### src/verilog/cewe_pkg.sv
// package: register map, field positions and carrier types of the colour expansion write engine
package cewe_pkg;
   localparam logic [11:0] ADDR_PIXEL_WRITE_MASK      = 12'h000;
   localparam logic [11:0] ADDR_MODE_EXTENSION_CTRL   = 12'h004;
   localparam logic [11:0] ADDR_GRAPHICS_WRITE_MODE   = 12'h008;
   localparam logic [11:0] ADDR_BACKGROUND_COLOR_LOW  = 12'h00C;
   localparam logic [11:0] ADDR_FOREGROUND_COLOR_LOW  = 12'h010;
   localparam logic [11:0] ADDR_BACKGROUND_COLOR_HIGH = 12'h014;
   localparam logic [11:0] ADDR_FOREGROUND_COLOR_HIGH = 12'h018;
   localparam logic [11:0] ADDR_ENGINE_STATUS         = 12'h01C;
   localparam logic [11:0] ADDR_HOST_WRITE            = 12'h020;
   localparam logic [11:0] ADDR_LATCH_LOAD_LOW        = 12'h024;
   localparam logic [11:0] ADDR_LATCH_LOAD_HIGH       = 12'h028;
   localparam int EIGHT_PIXEL_BIT  = 1;
   localparam int EXT_ENABLE_BIT   = 2;
   localparam int WIDE_LATCH_BIT   = 3;
   localparam int SIXTEEN_BIT_BIT  = 4;
   localparam logic [2:0] MODE_FG_ONLY  = 3'h4;
   localparam logic [2:0] MODE_FG_BG    = 3'h5;
   localparam logic [2:0] MODE_LATCHED  = 3'h1;
   localparam logic [7:0] RESET_BYTE    = 8'h00;
   localparam logic [7:0] RESET_MASK    = 8'h0F;
   localparam int SHIFT_EIGHT    = 3;
   localparam int SHIFT_SIXTEEN  = 4;
   localparam int HOST_ADDR_W    = 16;
   localparam int MEM_ADDR_W     = 20;

   typedef struct packed {
      logic [MEM_ADDR_W-1:0] addr;
      logic [127:0]          data;
      logic [15:0]           byte_en;
      logic                  valid;
   } cewe_mem_wr_t;

   typedef struct packed {
      logic [7:0]   pixel_write_mask;
      logic [7:0]   mode_extension_control;
      logic [7:0]   graphics_write_mode;
      logic [7:0]   background_color_low;
      logic [7:0]   foreground_color_low;
      logic [7:0]   background_color_high;
      logic [7:0]   foreground_color_high;
      logic [63:0]  read_latch;
      logic [31:0]  prdata;
      logic         pready;
      logic         pslverr;
      logic         access_done;
      logic [15:0]  write_count;
      cewe_mem_wr_t mem_wr;
   } cewe_state_t;
endpackage : cewe_pkg

### src/verilog/cewe_top.sv
// top: apb slave and colour expansion write engine
// Notes on behaviour
// - extended modes only while enable bit set
// - mode field 100 fg only, 101 fg/bg
// - eight-pixel addressing shifts address by three
// - sixteen-bit bit overrides eight-pixel addressing
// - sixteen-bit and enable shift address by four
// - 8bpp write updates up to eight bytes
// - 16bpp write updates up to sixteen bytes
// - high bytes from high colour registers
// - pixel mask widens to eight bits
// - 16bpp mask bit gates both pixel bytes
// - latch-width bit gives eight-byte read latches
// - write mode 1 writes all latched bytes (code: only with latch-width bit set, else a plain host byte write)
// - mode 4 8bpp writes foreground low byte
// - mode 4 zero data bit leaves pixel
// - mode 4 16bpp writes 16-bit foreground
// - mode 5 8bpp fg for one, bg zero
// - cleared mask bit suppresses pixel write
// - mode 5 16bpp writes 16-bit fg/bg
//
// The APB interface to the registers and the register addresses were left to the implementer.
`timescale 1ns/1ns
module cewe_top (
   input  wire logic                             ref_clk_i,
   input  wire logic                             nrst_i,
   input  wire logic                             psel_i,
   input  wire logic                             penable_i,
   input  wire logic                             pwrite_i,
   input  wire logic [11:0]                      paddr_i,
   input  wire logic [31:0]                      pwdata_i,
   input  wire logic [3:0]                       pstrb_i,
   output logic      [31:0]                      prdata_o,
   output logic                                  pready_o,
   output logic                                  pslverr_o,
   output logic      [cewe_pkg::MEM_ADDR_W-1:0]  mem_addr_o,
   output logic      [127:0]                     mem_data_o,
   output logic      [15:0]                      mem_byte_en_o,
   output logic                                  mem_valid_o
);
   logic                 rst_meta_q;
   logic                 rst_sync_q;
   cewe_pkg::cewe_state_t s_q;
   cewe_pkg::cewe_state_t s_d;

   // reset released through two flops
   always_ff @(posedge ref_clk_i or negedge nrst_i)
   begin
      if (!nrst_i)
      begin
         rst_meta_q <= 1'b0;
         rst_sync_q <= 1'b0;
      end
      else
      begin
         rst_meta_q <= 1'b1;
         rst_sync_q <= rst_meta_q;
      end
   end

   logic                            ext_en;
   logic                            px16;
   logic                            by8;
   logic                            mode4;
   logic                            mode5;
   logic                            mode1_wide;
   logic                            apb_setup;
   logic                            apb_wr;
   logic                            apb_rd;
   logic                            addr_hit;
   logic [7:0]                      host_data;
   logic [cewe_pkg::HOST_ADDR_W-1:0] host_addr;
   logic [127:0]                    exp_data;
   logic [15:0]                     exp_be;
   wire logic [63:0]                lane8_data;
   wire logic [7:0]                 lane8_be;
   wire logic [127:0]               lane16_data;
   wire logic [15:0]                lane16_be;
   logic [7:0]                      wmask;

   assign ext_en     = s_q.mode_extension_control[cewe_pkg::EXT_ENABLE_BIT];
   assign px16       = ext_en & s_q.mode_extension_control[cewe_pkg::SIXTEEN_BIT_BIT];
   // sixteen-bit enhancement wins; eight-pixel bit is don't care then
   assign by8        = ext_en & s_q.mode_extension_control[cewe_pkg::EIGHT_PIXEL_BIT] & ~px16;
   assign mode4      = ext_en & (s_q.graphics_write_mode[2:0] == cewe_pkg::MODE_FG_ONLY);
   assign mode5      = ext_en & (s_q.graphics_write_mode[2:0] == cewe_pkg::MODE_FG_BG);
   assign mode1_wide = s_q.mode_extension_control[cewe_pkg::WIDE_LATCH_BIT]
                       & (s_q.graphics_write_mode[2:0] == cewe_pkg::MODE_LATCHED);
   // mask is four bits wide outside modes 4 and 5
   assign wmask      = (mode4 | mode5) ? s_q.pixel_write_mask
                                       : {4'h0, s_q.pixel_write_mask[3:0]};
   assign apb_setup  = psel_i & penable_i & ~s_q.access_done;
   assign apb_wr     = apb_setup & pwrite_i;
   assign apb_rd     = apb_setup & ~pwrite_i;
   assign host_data  = pwdata_i[7:0];
   assign host_addr  = pwdata_i[8 +: cewe_pkg::HOST_ADDR_W];

   // per-pixel expansion; bit 7 drives pixel 0 at the lowest address
   genvar gi;
   generate
      for (gi = 0; gi < 8; gi++)
      begin : g_pix
         logic        dbit;
         logic        mbit;
         logic        wr_en;
         logic [15:0] color;
         assign dbit  = host_data[7-gi];
         assign mbit  = wmask[7-gi];
         // cleared mask always blocks; a zero data bit blocks in mode 4 only
         assign wr_en = mbit & (mode5 | dbit);
         assign color = dbit ? {s_q.foreground_color_high, s_q.foreground_color_low}
                             : {s_q.background_color_high, s_q.background_color_low};
         // 8bpp: pixel gi is byte gi; latched write takes latch byte gi
         assign lane8_data[gi*8 +: 8] = mode1_wide ? s_q.read_latch[gi*8 +: 8] : color[7:0];
         assign lane8_be[gi]          = mode1_wide | wr_en;
         // 16bpp: pixel gi at bytes 2gi (low colour) and 2gi+1 (high colour)
         assign lane16_data[gi*16 +: 16] = color;
         assign lane16_be[gi*2 +: 2]     = {2{wr_en}};
      end
   endgenerate
   // separate lane sets per layout, so no byte has two drivers
   assign exp_data = (px16 & ~mode1_wide) ? lane16_data : {64'h0, lane8_data};
   assign exp_be   = (px16 & ~mode1_wide) ? lane16_be : {8'h00, lane8_be};

   always_comb
   begin
      s_d                 = s_q;
      s_d.pready          = 1'b0;
      s_d.pslverr         = 1'b0;
      s_d.mem_wr.valid    = 1'b0;
      // pready one cycle after access phase; done flag blocks a second hit
      s_d.access_done     = apb_setup;
      addr_hit            = 1'b1;
      if (apb_setup)
      begin
         s_d.pready = 1'b1;
      end
      unique case (paddr_i)
         cewe_pkg::ADDR_PIXEL_WRITE_MASK:      s_d.prdata = {24'h0, s_q.pixel_write_mask};
         cewe_pkg::ADDR_MODE_EXTENSION_CTRL:   s_d.prdata = {24'h0, s_q.mode_extension_control};
         cewe_pkg::ADDR_GRAPHICS_WRITE_MODE:   s_d.prdata = {24'h0, s_q.graphics_write_mode};
         cewe_pkg::ADDR_BACKGROUND_COLOR_LOW:  s_d.prdata = {24'h0, s_q.background_color_low};
         cewe_pkg::ADDR_FOREGROUND_COLOR_LOW:  s_d.prdata = {24'h0, s_q.foreground_color_low};
         cewe_pkg::ADDR_BACKGROUND_COLOR_HIGH: s_d.prdata = {24'h0, s_q.background_color_high};
         cewe_pkg::ADDR_FOREGROUND_COLOR_HIGH: s_d.prdata = {24'h0, s_q.foreground_color_high};
         cewe_pkg::ADDR_ENGINE_STATUS:         s_d.prdata = {11'h0, mode1_wide, mode5, mode4, px16, by8,
                                                             s_q.write_count};
         cewe_pkg::ADDR_HOST_WRITE:            s_d.prdata = 32'h0;
         cewe_pkg::ADDR_LATCH_LOAD_LOW:        s_d.prdata = s_q.read_latch[31:0];
         cewe_pkg::ADDR_LATCH_LOAD_HIGH:       s_d.prdata = s_q.read_latch[63:32];
         default:
         begin
            s_d.prdata = 32'h0;
            addr_hit   = 1'b0;
         end
      endcase
      if (apb_rd)
      begin
         s_d.pslverr = ~addr_hit;
      end
      else
      begin
         s_d.prdata = s_q.prdata;
      end
      if (apb_wr)
      begin
         s_d.pslverr = ~addr_hit;
         if (pstrb_i[0])
         begin
            unique case (paddr_i)
               cewe_pkg::ADDR_PIXEL_WRITE_MASK:      s_d.pixel_write_mask       = pwdata_i[7:0];
               cewe_pkg::ADDR_MODE_EXTENSION_CTRL:   s_d.mode_extension_control = pwdata_i[7:0];
               cewe_pkg::ADDR_GRAPHICS_WRITE_MODE:   s_d.graphics_write_mode    = pwdata_i[7:0];
               cewe_pkg::ADDR_BACKGROUND_COLOR_LOW:  s_d.background_color_low   = pwdata_i[7:0];
               cewe_pkg::ADDR_FOREGROUND_COLOR_LOW:  s_d.foreground_color_low   = pwdata_i[7:0];
               cewe_pkg::ADDR_BACKGROUND_COLOR_HIGH: s_d.background_color_high  = pwdata_i[7:0];
               cewe_pkg::ADDR_FOREGROUND_COLOR_HIGH: s_d.foreground_color_high  = pwdata_i[7:0];
               default:
               begin
               end
            endcase
         end
         if (paddr_i == cewe_pkg::ADDR_LATCH_LOAD_LOW)
         begin
            s_d.read_latch[31:0] = pwdata_i;
         end
         // upper half only exists with eight-byte latches
         if (paddr_i == cewe_pkg::ADDR_LATCH_LOAD_HIGH
             && s_q.mode_extension_control[cewe_pkg::WIDE_LATCH_BIT])
         begin
            s_d.read_latch[63:32] = pwdata_i;
         end
         if (paddr_i == cewe_pkg::ADDR_HOST_WRITE)
         begin
            s_d.mem_wr.valid = 1'b1;
            s_d.write_count  = s_q.write_count + 16'h0001;
            if (px16)
            begin
               s_d.mem_wr.addr = {host_addr, 4'h0};
            end
            else if (by8)
            begin
               s_d.mem_wr.addr = {1'b0, host_addr, 3'h0};
            end
            else
            begin
               // standard path: packed-pixel address; plain byte write unless mode 4, mode 5 or wide-latch mode 1
               s_d.mem_wr.addr = {4'h0, host_addr};
            end
            if (mode4 | mode5 | mode1_wide)
            begin
               s_d.mem_wr.data    = exp_data;
               s_d.mem_wr.byte_en = exp_be;
            end
            else
            begin
               s_d.mem_wr.data    = {120'h0, host_data};
               s_d.mem_wr.byte_en = 16'h0001;
            end
         end
      end
   end

   always_ff @(posedge ref_clk_i or negedge rst_sync_q)
   begin
      if (!rst_sync_q)
      begin
         s_q                        <= '0;
         s_q.pixel_write_mask       <= cewe_pkg::RESET_MASK;
         s_q.mode_extension_control <= cewe_pkg::RESET_BYTE;
         s_q.graphics_write_mode    <= cewe_pkg::RESET_BYTE;
      end
      else
      begin
         s_q <= s_d;
      end
   end

   assign prdata_o      = s_q.prdata;
   assign pready_o      = s_q.pready;
   assign pslverr_o     = s_q.pslverr;
   assign mem_addr_o    = s_q.mem_wr.addr;
   assign mem_data_o    = s_q.mem_wr.data;
   assign mem_byte_en_o = s_q.mem_wr.byte_en;
   assign mem_valid_o   = s_q.mem_wr.valid;
endmodule : cewe_top
### config.mk
export PLATFORM = sky130hd
export DESIGN_NAME = cewe_top
export DESIGN_NICKNAME = d
export VERILOG_FILES = /design/src/verilog/cewe_pkg.sv /design/src/verilog/cewe_top.sv
export SDC_FILE = /design/constraint.sdc
export NUM_CORES = 1
export LEC_CHECK = 0
export BUFFER_PORTS_ARGS = -buffer_cell sky130_fd_sc_hd__buf_2
export CORE_MARGIN = 1.5
export CORE_UTILIZATION = 60
export DETAILED_ROUTE_END_ITERATION = 12
export PLACE_DENSITY = 0.88
export SLEW_MARGIN = 10
export SYNTH_ARGS = -nofsm -noshare
export SYNTH_HDL_FRONTEND = slang
export SYNTH_SLANG_ARGS = --single-unit
### constraint.sdc
create_clock -name ref_clk_i -period 25.8 [get_ports ref_clk_i]
set_clock_uncertainty 0.15 [all_clocks]
set_input_delay 5.16 -clock ref_clk_i [delete_from_list [all_inputs] [get_ports ref_clk_i]]
set_output_delay 5.16 -clock ref_clk_i [all_outputs]
set_load 0.01 [all_outputs]
Word-level counts from Yosys, hierarchy flattened --
Index checks and enable logic that the tools add are counted. W data, S select, Z words.
Word-level totals: bits in registers 338, logic and storage cells 118
Operators by class: add/sub/neg operators 1, eq/ne operators 13, multiplexer cells 29, bitwise logic cells 42, reductions and logical operators 13
Operators by type and width (count):
- $pmux W32 S10 | 1
- $mux W144 | 1
- $mux W16 | 9
- $mux W128 | 1
- $mux W8 | 9
- $eq A12 B5 Y1 const B | 4
- $eq A12 B6 Y1 const B | 3
- $eq A12 B4 Y1 const B | 2
- $reduce_and A3 Y1 | 7
- $mux W20 | 1
- $and A1 B1 Y1 | 19
- $mux W19 | 1
- $or A1 B1 Y1 | 18
- $add A16 B1 Y16 const B | 1
- $eq A12 B3 Y1 const B | 1
- $logic_not A12 Y1 | 1
- $reduce_or A11 Y1 | 1
- $eq A3 B3 Y1 const B | 2
- $mux W1 | 6
- $reduce_and A2 Y1 | 3
- $not A1 Y1 | 5
- $eq A3 B1 Y1 const B | 1
- $logic_and A1 B1 Y1 | 1

Longest topological paths before layout --
depth after elaboration 8, depth in mapped cells 8, depth with buffers taken out 6

Least setup slack after synthesis --
No wires, ideal clock.
path type in2reg, start point input port paddr_i[9], end point register s_q[256] in the netlist's numbering, setup time 0.125 ns, arrival time 6.831 ns, path slack 18.694 ns, cell stages on the path 8, path buffers 3, cell sequence nor4_1 > buf_2 > nand2_1 > nor2_1 > and3_1 > buf_2 > buf_4 > mux2_2
Between the ends: longest elaborated chain between the ends 3
Ends and longest elaborated chain:
- from (decl) | line cewe_top.sv:30 | input wire logic [11:0] paddr_i,
- $eq A12 B6 Y1 | line cewe_top.sv:188 | if (paddr_i == cewe_pkg::ADDR_LATCH_LOAD_HIGH
- $logic_and A1 B1 Y1 | line cewe_top.sv:189 | && s_q.mode_extension_control[cewe_pkg::WIDE_LATCH_BIT])
- $reduce_and A2 Y1 (no source line)
- to (decl) | line cewe_top.sv:43 | cewe_pkg::cewe_state_t s_q;
No other way between the ends. A chain may end at the register's enable or synchronous reset.

Worst setup path in the final report --
start point input port paddr_i[3], end point register s_q[174] in the netlist's numbering
Between the ends: longest elaborated chain between the ends 2
Ends and longest elaborated chain:
- $eq A12 B6 Y1 | line cewe_top.sv:193 | if (paddr_i == cewe_pkg::ADDR_HOST_WRITE)
- $reduce_and A2 Y1 (no source line)
No other way between the ends.

==> results.md <==
* Status: completed
* Crit path buffers/inverters at 3
* Fin. max-slew vios at 0
* Post-synth top flop: dfrtp_1
* Setup CP Type: input port to register
* Hold Path Class: register to register
* Synth Warn # at 0
* Htree depth at 2
* Commonest non-fill, non-tap cell in the layout: dfrtp_1
* DRC at 0
* GRT Resource Usage Total at 0.348
* Slew @ Worst Pin at ~1.3 ns
* XOR/XNOR share of the synthesized area at 0.00777
* Post-DP Area at between 15000 and 20000 sq um
* CP arrival at roughly 8.6 ns
* R2r startpoint: s_q[181]$_DFF_PN0_
* Compound-gate portion of the synthesized area at 0.152
* Worst Setup EP: s_q[174]$_DFFE_PN0P_
* Sequential share of the synthesized area at 0.463
* Worst-Skew Late Latency at between 0.5 and 0.6 ns
* Final setup fails at 0
* Synth Register Bits at around 330
* Adder-cell share of the synthesized area at 0.000694
* Main combinational cell family by area after synthesis: multiplexers
* Core Area at 29600 sq um
* R2r setup slk at roughly 22 ns
* RSZ-0062 raised after global routing: false
* Largest net degree at the start of global routing at 110
* Max_cap viols at 0
* Iter 0 DRT Violations at around 1900
* First-pass GRT wire length at between 80000 and 90000 microns
* CTS Buffer Depth at 3
* Critical path's largest stage delay at 0.85 ns
* Worst vdd ir at 0.0370 mV
* Die area at about 31000 sq um
* Post-Synthesis Cells at between 1500 and 2000
* CP Max Fanout at 91
* # rows at between 60 and 70
* Antenna violations before repair at 0
* Top cell by count, worst path: nand4_1
* Routability congestion estimate at slightly above 0.9
* Resize count post-CTS at 0
* Final Hold Fails at 0
* CP Launch Point: paddr_i[3]
* Cell area after synthesis at between 15000 and 20000 sq um
* CP startpoint kind: input port
* Vias/cell at ~6.6
* Post-synth EDFFs at 0
* # IOs at ~250
* Root buf cell: clkbuf_16
* Syn nets at roughly 1800
* ANT cells at 0
* Levels on crit path at 8
* Req. time, crit path at ~26 ns
* Cells along the critical path: buf_2 > nor4_2 > nand4_1 > buf_4 > clkinv_1 > nand4_1 > nor3_1 > xor2_1
* Setup tns final at 0 ns
* CTS hold repair buffers at 0
* Most frequent cells in the layout: 328 x dfrtp_1, 248 x buf_2, 194 x nand2_1
* Post-CTS Setup Inserts at 0
* Post-Synth Simple-Gate Area at 0.0983
* WL final at approximately 54000 microns
* Power per cell area at roughly 58 nW/um^2
* Total global routing overflow at 0
* Clock sink count at around 330
* CP Capture Type: register
* Critical path's slowest cell: clkinv_1
* Die width at around 180 microns
* R2R Path End: s_q[174]$_DFFE_PN0P_
* Layout Area Growth over Synthesis at 5.39%
* Leakage power at about 9.3 nW
* Highest Clock Rate at between 100 and 150 MHz
* Via count at approximately 14000
* Slew headroom at 0.141
* Final-stage net count at 1751
* Routed len/inst at around 26 microns
* CP top delay family: buffers and inverters
* Starting Density at 0.608
* DP Wirelength at 35900 microns
* Die Height at about 180 microns
* Final Core Density at 0.641
* Share of cells above drive strength 1 at 0.294
* Fin area at ~19000 sq um
* Yosys cell types at 69
* Crit path time final at 8.31 ns
* Post-synth ARST share at 1.00
* CTS tree: built
* Post-Syn Area per Cell at ~10 sq um
* Clk slew on worst S/H paths at about 0.070 ns
* Vias in the first global route at between 10000 and 15000
* First-pass detailed-route iteration total at 6
* Mux cell area share after synthesis at 0.160
* Fill cell count at 2273
* Worst r2r path cells at 7
* Port bufs at around 250
* Antenna violation net count after detailed routing at 0
* Clock buffer count from CTS at 35
* Final Cycle Share at 0.322
* Hold path start: rst_meta_q$_DFF_PN0_
==> registers in the layout, summed over array words and instances, names as in the netlist <==
register,flops
pslverr_o,1
mem_byte_en_o,12
mem_addr_o,20
prdata_o,32
mem_valid_o,1
rst_meta_q,1
rst_sync_q,1
ext_en,1
mem_data_o,128
s_q,136
==> layer usage <==
metal  track usage  part of all wire
met1         0.456              0.37
met3        0.0702              0.11
met4         0.207             0.069
met2         0.536              0.46
met5             0                 0
==> stage by stage <==
stage | worst slack, ns | hold WS (ns) | std cells | total power [mW]
final | 17.49 | 0.197 | 2111 | 1.10
after global placement | 17.12 | 0.188 | 2050 | 0.588
after floorplan | 15.69 | 0.181 | 1742 | 0.574
after global routing | 17.23 | 0.215 | 2111 | 1.13
after CTS | 17.61 | 0.199 | 2111 | 1.10
after detailed placement | 17.07 | 0.186 | 2050 | 0.589
==> Yosys cell counts (3+ instances only) <==
master,count,share of area
dfrtp_1,329,0.46
buf_4,199,0.083
nand2_1,195,0.041
mux2_2,130,0.081
mux2i_1,126,0.070
clkbuf_1,120,0.025
o21ai_0,119,0.033
a211oi_1,66,0.027
nor2_1,57,0.012
a21oi_1,53,0.015
a22o_1,48,0.023
nor2b_1,31,0.011
o21ai_1,25,0.0069
a22oi_1,22,0.0092
o21ai_2,20,0.0097
a221oi_1,16,0.0078
buf_1,14,0.0029
nand3_1,13,0.0036
buf_2,12,0.0033
xnor2_1,11,0.0053
a222oi_1,10,0.0056
o2bb2ai_1,10,0.0049
nand3b_1,7,0.0029
nand4_1,7,0.0024
nor3_1,7,0.0019
and2_1,6,0.0021
o211ai_1,6,0.0025
mux4_2,5,0.0062
nor4_4,5,0.0059
o22ai_1,5,0.0017
xor2_1,5,0.0024
clkbuf_2,4,0.0011
dfstp_2,4,0.0058
and3_1,3,0.0010
mux2i_2,3,0.0023
nor4_1,3,0.0010
o21a_1,3,0.0012
or4_1,3,0.0012
==> final cells by class <==
cell class / count / area, sq um / area share
tap: 390 / 488 / 0.0257
timing repair buffer: 270 / 1410 / 0.0740
multi-input combinational: 1054 / 7570 / 0.399
clock buffer: 49 / 1030 / 0.0543
sequential: 333 / 8340 / 0.439
inverter: 3 / 11.3 / 0.000593
clock inverter: 12 / 148 / 0.00777
==> worst min path at each step <==
stage                                 to  depth (start not counted)
floorplan           rst_sync_q$_DFF_PN0_                          0
global placement    rst_sync_q$_DFF_PN0_                          0
detailed placement  rst_sync_q$_DFF_PN0_                          0
CTS                 rst_sync_q$_DFF_PN0_                          0
global route        rst_sync_q$_DFF_PN0_                          0
finish              rst_sync_q$_DFF_PN0_                          0
==> cell families (layout without fill, tap and decap cells) <==
logic type                 count (synthesis)  count (layout)
adders and majority gates                  1               1
xor gates and xnor gates                  16              16
DFF                                      333             333
AOI/OAI and AO/OA                        412             412
and+or+nand+nor                          360             360
other                                      1               1
buffers and inverters                    355             334
muxes                                    264             264
==> report_power, final <==
part,total (mW),switching [mW],internal (mW)
combinational,0.0499,0.0349,0.0150
sequential,0.530,0.00416,0.526
clock,0.521,0.212,0.310
Note: power is estimated with default switching activity, not from simulation.
